===== src/qpd_pkg.sv =====
// Shared constants, field layout and carrier types of the encoder block
package qpd_pkg;

    // Register byte offsets
    localparam logic [7:0] OFS_ENC_CTRL  = 8'h00;
    localparam logic [7:0] OFS_FILT_CTRL = 8'h04;
    localparam logic [7:0] OFS_POSITION  = 8'h08;
    localparam logic [7:0] OFS_MAX_LIMIT = 8'h0C;

    // Reset values
    localparam logic [15:0] ENC_CTRL_RESET  = 16'h0000;
    localparam logic [7:0]  FILT_CTRL_RESET = 8'h00;
    localparam logic [15:0] POSITION_RESET  = 16'h0000;
    localparam logic [15:0] MAX_LIMIT_RESET = 16'hFFFF;

    // encoder_control fields
    localparam int BIT_CNT_ERR    = 15;
    localparam int BIT_IDLE_STOP  = 13;
    localparam int BIT_INDEX_PIN  = 12;
    localparam int BIT_DIRECTION  = 11;
    localparam int MODE_LSB       = 8;
    localparam int BIT_SWAP       = 7;
    localparam int BIT_DIR_OE     = 6;
    localparam int BIT_GATE       = 5;
    localparam int PRESCALE_LSB   = 3;
    localparam int BIT_INDEX_RST  = 2;
    localparam int BIT_CLK_SRC    = 1;
    localparam int BIT_DIRECTION_FLAG_SRC   = 0;
    // Plain stored bits; status bits are assembled on read
    localparam logic [15:0] ENC_CTRL_WMASK = 16'h27FF;

    // encoder_mode_select codes
    localparam logic [2:0] MODE_OFF       = 3'h0;
    localparam logic [2:0] MODE_TIMER     = 3'h1;
    localparam logic [2:0] MODE_X2_INDEX  = 3'h4;
    localparam logic [2:0] MODE_X2_MATCH  = 3'h5;
    localparam logic [2:0] MODE_X4_INDEX  = 3'h6;
    localparam logic [2:0] MODE_X4_MATCH  = 3'h7;

    // filter_control fields
    localparam int FILT_DIV_LSB  = 0;
    localparam int BIT_FILT_EN   = 3;
    localparam logic [1:0] FILT_SAMPLES = 2'h3;

    // Prescaler terminal counts for 1:1, 1:8, 1:64, 1:256
    localparam logic [7:0] PRESCALE_LAST_1   = 8'h00;
    localparam logic [7:0] PRESCALE_LAST_8   = 8'h07;
    localparam logic [7:0] PRESCALE_LAST_64  = 8'h3F;
    localparam logic [7:0] PRESCALE_LAST_256 = 8'hFF;

    typedef struct packed {
        logic index;
        logic phase_b;
        logic phase_a;
    } encoder_pins_s;

    function automatic logic [15:0] merge_bytes(
        input logic [15:0] old_value,
        input logic [15:0] wdata,
        input logic [1:0]  strb
    );
        merge_bytes = {strb[1] ? wdata[15:8] : old_value[15:8],
                       strb[0] ? wdata[7:0]  : old_value[7:0]};
    endfunction

endpackage


===== src/input_filter.sv =====
// Pin synchronisers and programmable noise filters for the encoder pins
module input_filter
    import qpd_pkg::*;
(
    // Clock, reset, enable
    input  wire logic          pclk,
    input  wire logic          presetn,
    input  wire logic          ce,
    // Pins and settings
    input  wire encoder_pins_s pins_raw,
    input  wire logic [7:0]    filt_ctrl,
    // Filtered levels
    output encoder_pins_s      pins_clean
);

    encoder_pins_s sync1;
    encoder_pins_s sync2;
    logic [7:0]    div_cnt;
    logic [7:0]    div_last;
    logic          sample_tick;
    logic [1:0]    stable_cnt [3];
    logic [2:0]    last_sample;

    assign div_last    = 8'((9'h001 << filt_ctrl[FILT_DIV_LSB +: 3]) - 9'h001);
    assign sample_tick = (div_cnt == div_last);

    always_ff @(posedge pclk or negedge presetn) begin
        if (!presetn) begin
            sync1 <= '0;
            sync2 <= '0;
        end else if (ce) begin
            sync1 <= pins_raw;
            sync2 <= sync1;
        end
    end

    always_ff @(posedge pclk or negedge presetn) begin
        if (!presetn) begin
            div_cnt <= 8'h00;
        end else if (ce) begin
            div_cnt <= sample_tick ? 8'h00 : 8'(div_cnt + 8'h01);
        end
    end

    // With the filter enabled, a level passes only after it has held for several sample ticks; disabled, it passes straight through
    always_ff @(posedge pclk or negedge presetn) begin
        if (!presetn) begin
            stable_cnt  <= '{default: 2'h0};
            last_sample <= 3'h0;
            pins_clean  <= '0;
        end else if (ce) begin
            for (int i = 0; i < 3; i++) begin
                if (!filt_ctrl[BIT_FILT_EN]) begin
                    pins_clean[i] <= sync2[i];
                end else if (sample_tick) begin
                    last_sample[i] <= sync2[i];
                    if (sync2[i] != last_sample[i]) begin
                        stable_cnt[i] <= 2'h1;
                    end else if (stable_cnt[i] != FILT_SAMPLES) begin
                        stable_cnt[i] <= 2'(stable_cnt[i] + 2'h1);
                    end else begin
                        pins_clean[i] <= last_sample[i];
                    end
                end
            end
        end
    end

endmodule // input_filter


===== src/timer_prescaler.sv =====
// Divider for the timer input clock
module timer_prescaler
    import qpd_pkg::*;
(
    // Clock, reset, enable
    input  wire logic       pclk,
    input  wire logic       presetn,
    input  wire logic       ce,
    // Control
    input  wire logic       run,
    input  wire logic [1:0] select,
    input  wire logic       tick_in,
    // Divided tick
    output logic            tick_out
);

    logic [7:0] count;
    logic [7:0] last;

    always_comb begin
        case (select)
            2'h0:    last = PRESCALE_LAST_1;
            2'h1:    last = PRESCALE_LAST_8;
            2'h2:    last = PRESCALE_LAST_64;
            default: last = PRESCALE_LAST_256;
        endcase
    end

    // At or past the end so a smaller divide takes effect at once
    assign tick_out = run && tick_in && (count >= last);

    // Cleared outside timer mode so each start is aligned
    always_ff @(posedge pclk or negedge presetn) begin
        if (!presetn) begin
            count <= 8'h00;
        end else if (ce) begin
            if (!run) begin
                count <= 8'h00;
            end else if (tick_in) begin
                count <= (count >= last) ? 8'h00 : 8'(count + 8'h01);
            end
        end
    end

endmodule // timer_prescaler


===== src/quadrature_position_decoder.sv =====
// Quadrature encoder decoder with position counter and APB registers
module quadrature_position_decoder
    import qpd_pkg::*;
(
    // Clock, reset, enable
    input  wire logic          pclk,
    input  wire logic          presetn,
    input  wire logic          ce,
    // APB slave
    input  wire logic          psel,
    input  wire logic          penable,
    input  wire logic          pwrite,
    input  wire logic [7:0]    paddr,
    input  wire logic [31:0]   pwdata,
    input  wire logic [3:0]    pstrb,
    output logic [31:0]        prdata,
    output logic               pready,
    output logic               pslverr,
    // Encoder pins
    input  wire encoder_pins_s pins_raw,
    // Decoder outputs
    output logic               count_pulse,
    output logic               count_dir,
    output logic               dir_pin_out,
    output logic               dir_pin_oe,
    output logic               irq_request
);

    logic [15:0]   enc_ctrl;
    logic [7:0]    filt_ctrl;
    logic [15:0]   position;
    logic [15:0]   max_limit;
    logic          direction_flag;
    logic          count_error_flag;
    encoder_pins_s pins_clean;
    logic          prev_a;
    logic          prev_b;
    logic          prev_raw_a;
    logic          prev_index;

    logic [2:0]    mode;
    logic          quad_mode;
    logic          timer_mode;
    logic          match_mode;
    logic          cur_a;
    logic          cur_b;
    logic          a_changed;
    logic          b_changed;
    logic          quad_step;
    logic          step_up;
    logic          phase_error;
    logic          index_rise;
    logic          index_reset;
    logic          timer_src;
    logic          timer_tick;
    logic          timer_up;
    logic          count_event;
    logic          count_up;
    logic          match_reset;
    logic [15:0]   next_position;

    logic          access;
    logic          wr;
    logic          hit;
    logic          wr_enc;
    logic          wr_filt;
    logic          wr_pos;
    logic          wr_max;
    logic [15:0]   enc_status;

    input_filter u_filter (
        .pclk       (pclk),
        .presetn    (presetn),
        .ce         (ce),
        .pins_raw   (pins_raw),
        .filt_ctrl  (filt_ctrl),
        .pins_clean (pins_clean)
    );

    assign mode       = enc_ctrl[MODE_LSB +: 3];
    assign quad_mode  = mode[2];
    assign timer_mode = (mode == MODE_TIMER);
    assign match_mode = (mode == MODE_X2_MATCH) || (mode == MODE_X4_MATCH);

    // Optional swap of the two phases ahead of the decoder
    assign cur_a = enc_ctrl[BIT_SWAP] ? pins_clean.phase_b
                                      : pins_clean.phase_a;
    assign cur_b = enc_ctrl[BIT_SWAP] ? pins_clean.phase_a
                                      : pins_clean.phase_b;

    always_ff @(posedge pclk or negedge presetn) begin
        if (!presetn) begin
            prev_a     <= 1'b0;
            prev_b     <= 1'b0;
            prev_raw_a <= 1'b0;
            prev_index <= 1'b0;
        end else if (ce) begin
            prev_a     <= cur_a;
            prev_b     <= cur_b;
            prev_raw_a <= pins_clean.phase_a;
            prev_index <= pins_clean.index;
        end
    end

    assign a_changed   = cur_a ^ prev_a;
    assign b_changed   = cur_b ^ prev_b;
    // Both phases moving at once skips a state: no count, flag it
    assign phase_error = quad_mode && a_changed && b_changed;
    // Mode bit 1 picks x4 over x2
    // x4 takes every single edge, x2 only phase A edges
    assign quad_step   = quad_mode && (mode[1] ? (a_changed ^ b_changed)
                                               : (a_changed && !b_changed));
    // Sequence 00,10,11,01 is forward; reverse order is down
    // Direction read from old B against new A
    assign step_up     = cur_a ^ prev_b;
    assign index_rise  = pins_clean.index && !prev_index;
    // Index reset only in index modes
    // Index reset enable bit gates it
    assign index_reset = quad_mode && !mode[0] && enc_ctrl[BIT_INDEX_RST]
                         && index_rise;

    // Timer source: every cycle, or only while phase A is high when gated, or phase A rising edge
    // Timer settings used only in timer mode
    assign timer_src = enc_ctrl[BIT_CLK_SRC]
                       ? (pins_clean.phase_a && !prev_raw_a)
                       : (!enc_ctrl[BIT_GATE] || pins_clean.phase_a);
    assign timer_up  = enc_ctrl[BIT_DIRECTION_FLAG_SRC] ? pins_clean.phase_b
                                              : direction_flag;

    timer_prescaler u_prescaler (
        .pclk     (pclk),
        .presetn  (presetn),
        .ce       (ce),
        .run      (timer_mode),
        .select   (enc_ctrl[PRESCALE_LSB +: 2]),
        .tick_in  (timer_src),
        .tick_out (timer_tick)
    );

    // Timer ticks drive the same counter
    assign count_event = quad_step || timer_tick;
    // Up on A leading, down on B leading
    assign count_up    = quad_mode ? step_up : timer_up;
    assign match_reset = count_event && count_up && (position == max_limit)
                         && (match_mode || timer_mode);

    // APB decode
    assign pready  = ce;
    assign access  = psel && penable && ce;
    assign wr      = access && pwrite;
    assign hit     = (paddr == OFS_ENC_CTRL) || (paddr == OFS_FILT_CTRL)
                     || (paddr == OFS_POSITION) || (paddr == OFS_MAX_LIMIT);
    assign pslverr = psel && penable && !hit;
    assign wr_enc  = wr && (paddr == OFS_ENC_CTRL);
    assign wr_filt = wr && (paddr == OFS_FILT_CTRL);
    assign wr_pos  = wr && (paddr == OFS_POSITION);
    assign wr_max  = wr && (paddr == OFS_MAX_LIMIT);

    always_comb begin
        next_position = position;
        if (count_event) begin
            if (count_up) begin
                next_position = 16'(position + 16'h0001);
            end else if ((match_mode || timer_mode)
                         && (position == 16'h0000)) begin
                next_position = max_limit;
            end else begin
                next_position = 16'(position - 16'h0001);
            end
        end
        // Zero loaded in the event cycle
        if (match_reset || index_reset) begin
            next_position = 16'h0000;
        end
        // Software write takes precedence over counting
        // Byte writes while counting may tear
        if (wr_pos) begin
            next_position = merge_bytes(position, pwdata[15:0], pstrb[1:0]);
        end
    end

    always_ff @(posedge pclk or negedge presetn) begin
        if (!presetn) begin
            position <= POSITION_RESET;
        end else if (ce) begin
            position <= next_position;
        end
    end

    // Byte lanes honoured on every register
    always_ff @(posedge pclk or negedge presetn) begin
        if (!presetn) begin
            enc_ctrl  <= ENC_CTRL_RESET;
            filt_ctrl <= FILT_CTRL_RESET;
            max_limit <= MAX_LIMIT_RESET;
        end else if (ce) begin
            if (wr_enc) begin
                enc_ctrl <= merge_bytes(enc_ctrl, pwdata[15:0], pstrb[1:0])
                            & ENC_CTRL_WMASK;
            end
            if (wr_filt && pstrb[0]) begin
                filt_ctrl <= pwdata[7:0];
            end
            if (wr_max) begin
                max_limit <= merge_bytes(max_limit, pwdata[15:0],
                                         pstrb[1:0]);
            end
        end
    end

    // Direction follows the decoder; in timer mode software sets it, or phase B when the source bit is set
    always_ff @(posedge pclk or negedge presetn) begin
        if (!presetn) begin
            direction_flag <= 1'b0;
        end else if (ce) begin
            if (quad_step) begin
                direction_flag <= step_up;
            end else if (timer_mode && !enc_ctrl[BIT_DIRECTION_FLAG_SRC]
                         && wr_enc && pstrb[1]) begin
                direction_flag <= pwdata[BIT_DIRECTION];
            end else if (timer_mode && enc_ctrl[BIT_DIRECTION_FLAG_SRC]) begin
                direction_flag <= pins_clean.phase_b;
            end
        end
    end

    // Error flag writable; a new error wins over a clear
    always_ff @(posedge pclk or negedge presetn) begin
        if (!presetn) begin
            count_error_flag <= 1'b0;
        end else if (ce) begin
            if (phase_error) begin
                count_error_flag <= 1'b1;
            end else if (wr_enc && pstrb[1]) begin
                count_error_flag <= pwdata[BIT_CNT_ERR];
            end
        end
    end

    // One pulse per reset, match or error event
    always_ff @(posedge pclk or negedge presetn) begin
        if (!presetn) begin
            irq_request <= 1'b0;
            count_pulse <= 1'b0;
            count_dir   <= 1'b0;
            dir_pin_out <= 1'b0;
            dir_pin_oe  <= 1'b0;
        end else if (ce) begin
            irq_request <= match_reset || index_reset || phase_error;
            count_pulse <= quad_step;
            count_dir   <= quad_step ? step_up : count_dir;
            dir_pin_out <= direction_flag;
            dir_pin_oe  <= enc_ctrl[BIT_DIR_OE];
        end
    end

    always_comb begin
        enc_status                = enc_ctrl;
        enc_status[BIT_CNT_ERR]   = count_error_flag;
        enc_status[BIT_INDEX_PIN] = pins_clean.index;
        enc_status[BIT_DIRECTION] = direction_flag;
    end

    // Read data captured in the setup cycle, so it is a flop output
    always_ff @(posedge pclk or negedge presetn) begin
        if (!presetn) begin
            prdata <= 32'h00000000;
        end else if (ce && psel && !penable) begin
            case (paddr)
                OFS_ENC_CTRL:  prdata <= {16'h0000, enc_status};
                OFS_FILT_CTRL: prdata <= {24'h000000, filt_ctrl};
                OFS_POSITION:  prdata <= {16'h0000, position};
                OFS_MAX_LIMIT: prdata <= {16'h0000, max_limit};
                default:       prdata <= 32'h00000000;
            endcase
        end
    end

endmodule // quadrature_position_decoder


===== config.mk =====
export PLATFORM = sky130hd
export DESIGN_NAME = quadrature_position_decoder
export DESIGN_NICKNAME = d
export VERILOG_FILES = /design/src/qpd_pkg.sv /design/src/input_filter.sv /design/src/timer_prescaler.sv /design/src/quadrature_position_decoder.sv
export SDC_FILE = /design/constraint.sdc
export NUM_CORES = 1
export LEC_CHECK = 0
export BUFFER_PORTS_ARGS = -buffer_cell sky130_fd_sc_hd__buf_4
export CAP_MARGIN = 20
export CORE_ASPECT_RATIO = 0.7
export CORE_MARGIN = 4
export CORE_UTILIZATION = 55
export CTS_CLUSTER_SIZE = 28
export DETAILED_ROUTE_END_ITERATION = 12
export HOLD_SLACK_MARGIN = 0.05
export PLACE_DENSITY = 0.77
export SYNTH_ARGS = -nofsm -noshare
export SYNTH_HDL_FRONTEND = slang
export SYNTH_SLANG_ARGS = --single-unit

===== constraint.sdc =====
create_clock -name pclk -period 3.5 [get_ports pclk]
set_input_delay 0.525 -clock pclk [delete_from_list [all_inputs] [get_ports pclk]]
set_output_delay 0.525 -clock pclk [all_outputs]
set_load 0.01 [all_outputs]

==> flow_metrics.tcl <==
set metrics [dict create \
    run_status "finished, final reports clean" \
    reg2reg_launch_point "enc_ctrl[7]" \
    ioPinCount 92 \
    critical_path.top_delay_family "compound AO/OA/AOI/OAI gates" \
    layout-drive-gt1-share_pct 23.2 \
    cts_post_setup_buffers_inserted 0 \
    postSynth.topFlopCell "dfrtp_1" \
    ffs_latches_synth 113 \
    period_share_pct 89.1 \
    globalRouteOverflowTotal 0 \
    wire_per_inst_um 19.7 \
    nNetsFinal 840 \
    n_fill_cell 920 \
    via_count 6053 \
    grt_start_max_net_pins 54 \
    final_period_minus_worst_setup_slack_ns 3.12 \
    timing.critical_path.from_type "flop" \
    antenna_cells_inserted 0 \
    chipHeight_um 102 \
    synthToLayoutAreaGrowth_pct 15.7 \
    tritoncts "yes" \
    setup.worst_path.class "reg -> reg" \
    core.rowCount 33 \
    ctsResizeCount 0 \
    synth-edff-count 0 \
    clock_sink_count 113 \
    pre_cts_ws_ns 0.468 \
    async_reset_ff_share_pct 100 \
    synth_area_leader_cell "dfrtp_1" \
    netlist-cell-type-count 69 \
    average_cell_area_after_synthesis_sq_um 9.52 \
    syn_area_sq_um 6870 \
    reg2reg_depth 11 \
    finalSetupTns_ns 0 \
    area_of_the_placeable_core_sq_um 12000 \
    port_buffers 57 \
    timing.hold.ws_ns 0.148 \
    reg2reg_to "position[8]" \
    worstPathMaxFanout 10 \
    worstSkewPairLatency_ns 0.41 \
    first_global_vias 5706 \
    synth_area_leaders "dfrtp_1 (35%), mux2_2 (6.7%), dfstp_2 (6.1%), nand2_1 (4.2%), o21ai_0 (3.9%)" \
    overall_routed_net_length_mm 18.6 \
    clock_tree.buffer_depth 2 \
    hold_path_class "in -> async" \
    yosysSeqAreaShare_pct 41.4 \
    antenna_found_initial 0 \
    drv_cap 0 \
    tightest_slew_ns 1.08 \
    endpoint_kind "flop" \
    area_share_of_the_largest_cell_type_after_synthesis_pct 35.3 \
    design.die.area_sq_um 14400 \
    count_of_routing_violations_after_the_opening_detailed_route_iteration 606 \
    root_buffer "clkbuf_16" \
    setup_slack_after_layout_ns 0.380 \
    regToRegSetupSlack_ns 0.38 \
    worst_path_cell_trace "mux2i_1 > xnor2_1 > inv_1 > ha_1 > nand2b_1 > a21boi_0 > a21o_1 > o2111ai_1 > and2_1 > a32o_1 > a22o_1" \
    cts_inserted_buffers 17 \
    holdBufCountCts 0 \
    ctsHtreeMaxLevel 4 \
    fmaxAchievable_ghz 0.321 \
    worst_setup_hold_path_clk_slew_ns 0.06 \
    post_route_ant_nets 0 \
    mapped_cells 722 \
    cp.arrival_ns 3.41 \
    timing.max_slew.rel_slack_pct 27.7 \
    drt_drc_violations_left 0 \
    worstPathRequired_ns 3.79 \
    routed_via_count_divided_by_cell_count 6.42 \
    max-vdd-ir-drop_v 0.000402 \
    rsz0062_at_grt "no" \
    grt_pass1_wl_mm 30.0 \
    power_per_cell_area_nw_per_um2 466 \
    finalWeightedCongestion 0.943 \
    skew_ns 0.00932 \
    hold_violations 0 \
    floorplan.initialDensity_pct 57.4 \
    critical_path.slowest_cell "a21boi_0" \
    floorplan.die.width_um 142 \
    total_power_mw 3.70 \
    firstDrtPassIters 6 \
    detailedPlacementHpwl_mm 13.4 \
    worstPathBufferInverterCount 1 \
    timing.final.max_slew_violations 0 \
    cp_slowest_stage_delay_ns 0.45 \
    grtUsageTotal_pct 26.6 \
    yosys_warnings 0 \
    static-leakage-power_nw 3.60 \
    final-setup-viol-count 0 \
]
-- worst max path at each step --
stage	from	endpoint	slack, ns	cells after the start
floorplan	enc_ctrl[7]	position[8]	0.68	11
global placement	enc_ctrl[7]	position[8]	0.55	11
detailed placement	enc_ctrl[7]	position[8]	0.47	11
CTS	enc_ctrl[7]	position[8]	0.43	11
global route	enc_ctrl[7]	position[8]	0.23	11
finish	enc_ctrl[7]	position[8]	0.38	11
-- worst register-to-register path, stage by stage, from the launching register on --
cell and delay (ns):
dfrtp_1 0.43, mux2i_1 0.29, xnor2_1 0.17, inv_1 0.06
ha_1 0.26, nand2b_1 0.13, a21boi_0 0.45, a21o_1 0.14
o2111ai_1 0.18, and2_1 0.41, a32o_1 0.30, a22o_1 0.17
-- layout make-up --
class                      instances  area (sq um)  share of cell area (%)
clock buffer                      22           454                    5.71
clock inverter                    10           113                    1.42
inverter                          27           101                    1.27
multi-input combinational        541          3690                    46.4
sequential                       113          2850                    35.8
tap                              157           196                    2.47
timing repair buffer              73           548                    6.89
-- report_power, final --
group,internal [mW],leakage [nW],total (mW),switching (mW)
Clock,1.06,0.274,1.66,0.597
Combinational,0.242,1.86,0.529,0.288
Sequential,1.39,1.47,1.52,0.121
-- registers in the layout, indices dropped and copies added (netlist names), 6 cells and up --
| register | cells |
|---|---|
| max_limit | 16 |
| position | 16 |
| prdata | 16 |
| enc_ctrl | 12 |
| filt_ctrl | 8 |
| u_filter.div_cnt | 8 |
| u_prescaler.count | 8 |
| u_filter.stable_cnt | 6 |
-- placed cells by master, fill, tap and decap left out, drive strengths merged, types with 16 or more instances in the layout --
cell type	netlist	routed
a21oi	25	25
a22o	16	16
a31oi	18	18
buf	22	73
clkbuf	34	22
conb	1	16
dfrtp	97	97
dfstp	16	16
inv	27	27
mux2	41	41
nand2	76	76
nand3	25	25
nor2	42	42
o21ai	56	56
xnor2	24	24
-- routing by layer --
layer,GRT usage [%],vias up,part of all wire [%]
met5,0,-,0
met4,7.08,0,1.4
met3,5.95,26,11
met2,40.5,324,45
met1,38.7,2983,43
li1,-,2720,-
-- through the flow --
step / util, % / std cells / instance area, sq um
floorplan: - / 737 / 6930
global placement: 61.7 / 911 / 7380
detailed placement: 61.7 / 911 / 7380
CTS: 66.4 / 943 / 7950
global route: 66.4 / 943 / 7950
finish: 66.4 / 943 / 7950
-- cells by family after synthesis --
logic type / count (synthesis) / synth area share, %
AOI/OAI and AO/OA: 188 / 18.3
adders and majority gates: 14 / 2.55
muxes: 60 / 10.9
xor gates and xnor gates: 32 / 4.08
DFF: 113 / 41.4
and+or+nand+nor: 231 / 16.9
buffers and inverters: 83 / 5.72
other: 1 / 0.0546
-- synthesized netlist by cell type, drive strengths merged (7+ instances only) --
library cell / instances
clkbuf: 34
nand2: 76
nor2: 42
mux4: 8
mux2: 41
mux2i: 11
and3: 8
nor2b: 8
o21ai: 56
inv: 27
a21oi: 25
o22ai: 7
or4: 7
o31ai: 12
or2: 9
buf: 22
nor4: 7
a31oi: 18
xnor2: 24
dfstp: 16
a22o: 16
nand3: 25
ha: 14
or3: 7
dfrtp: 97
nand4: 7
nand2b: 14
nor3: 9
xor2: 8
a22oi: 10
Power figures use the tool's default switching activity.
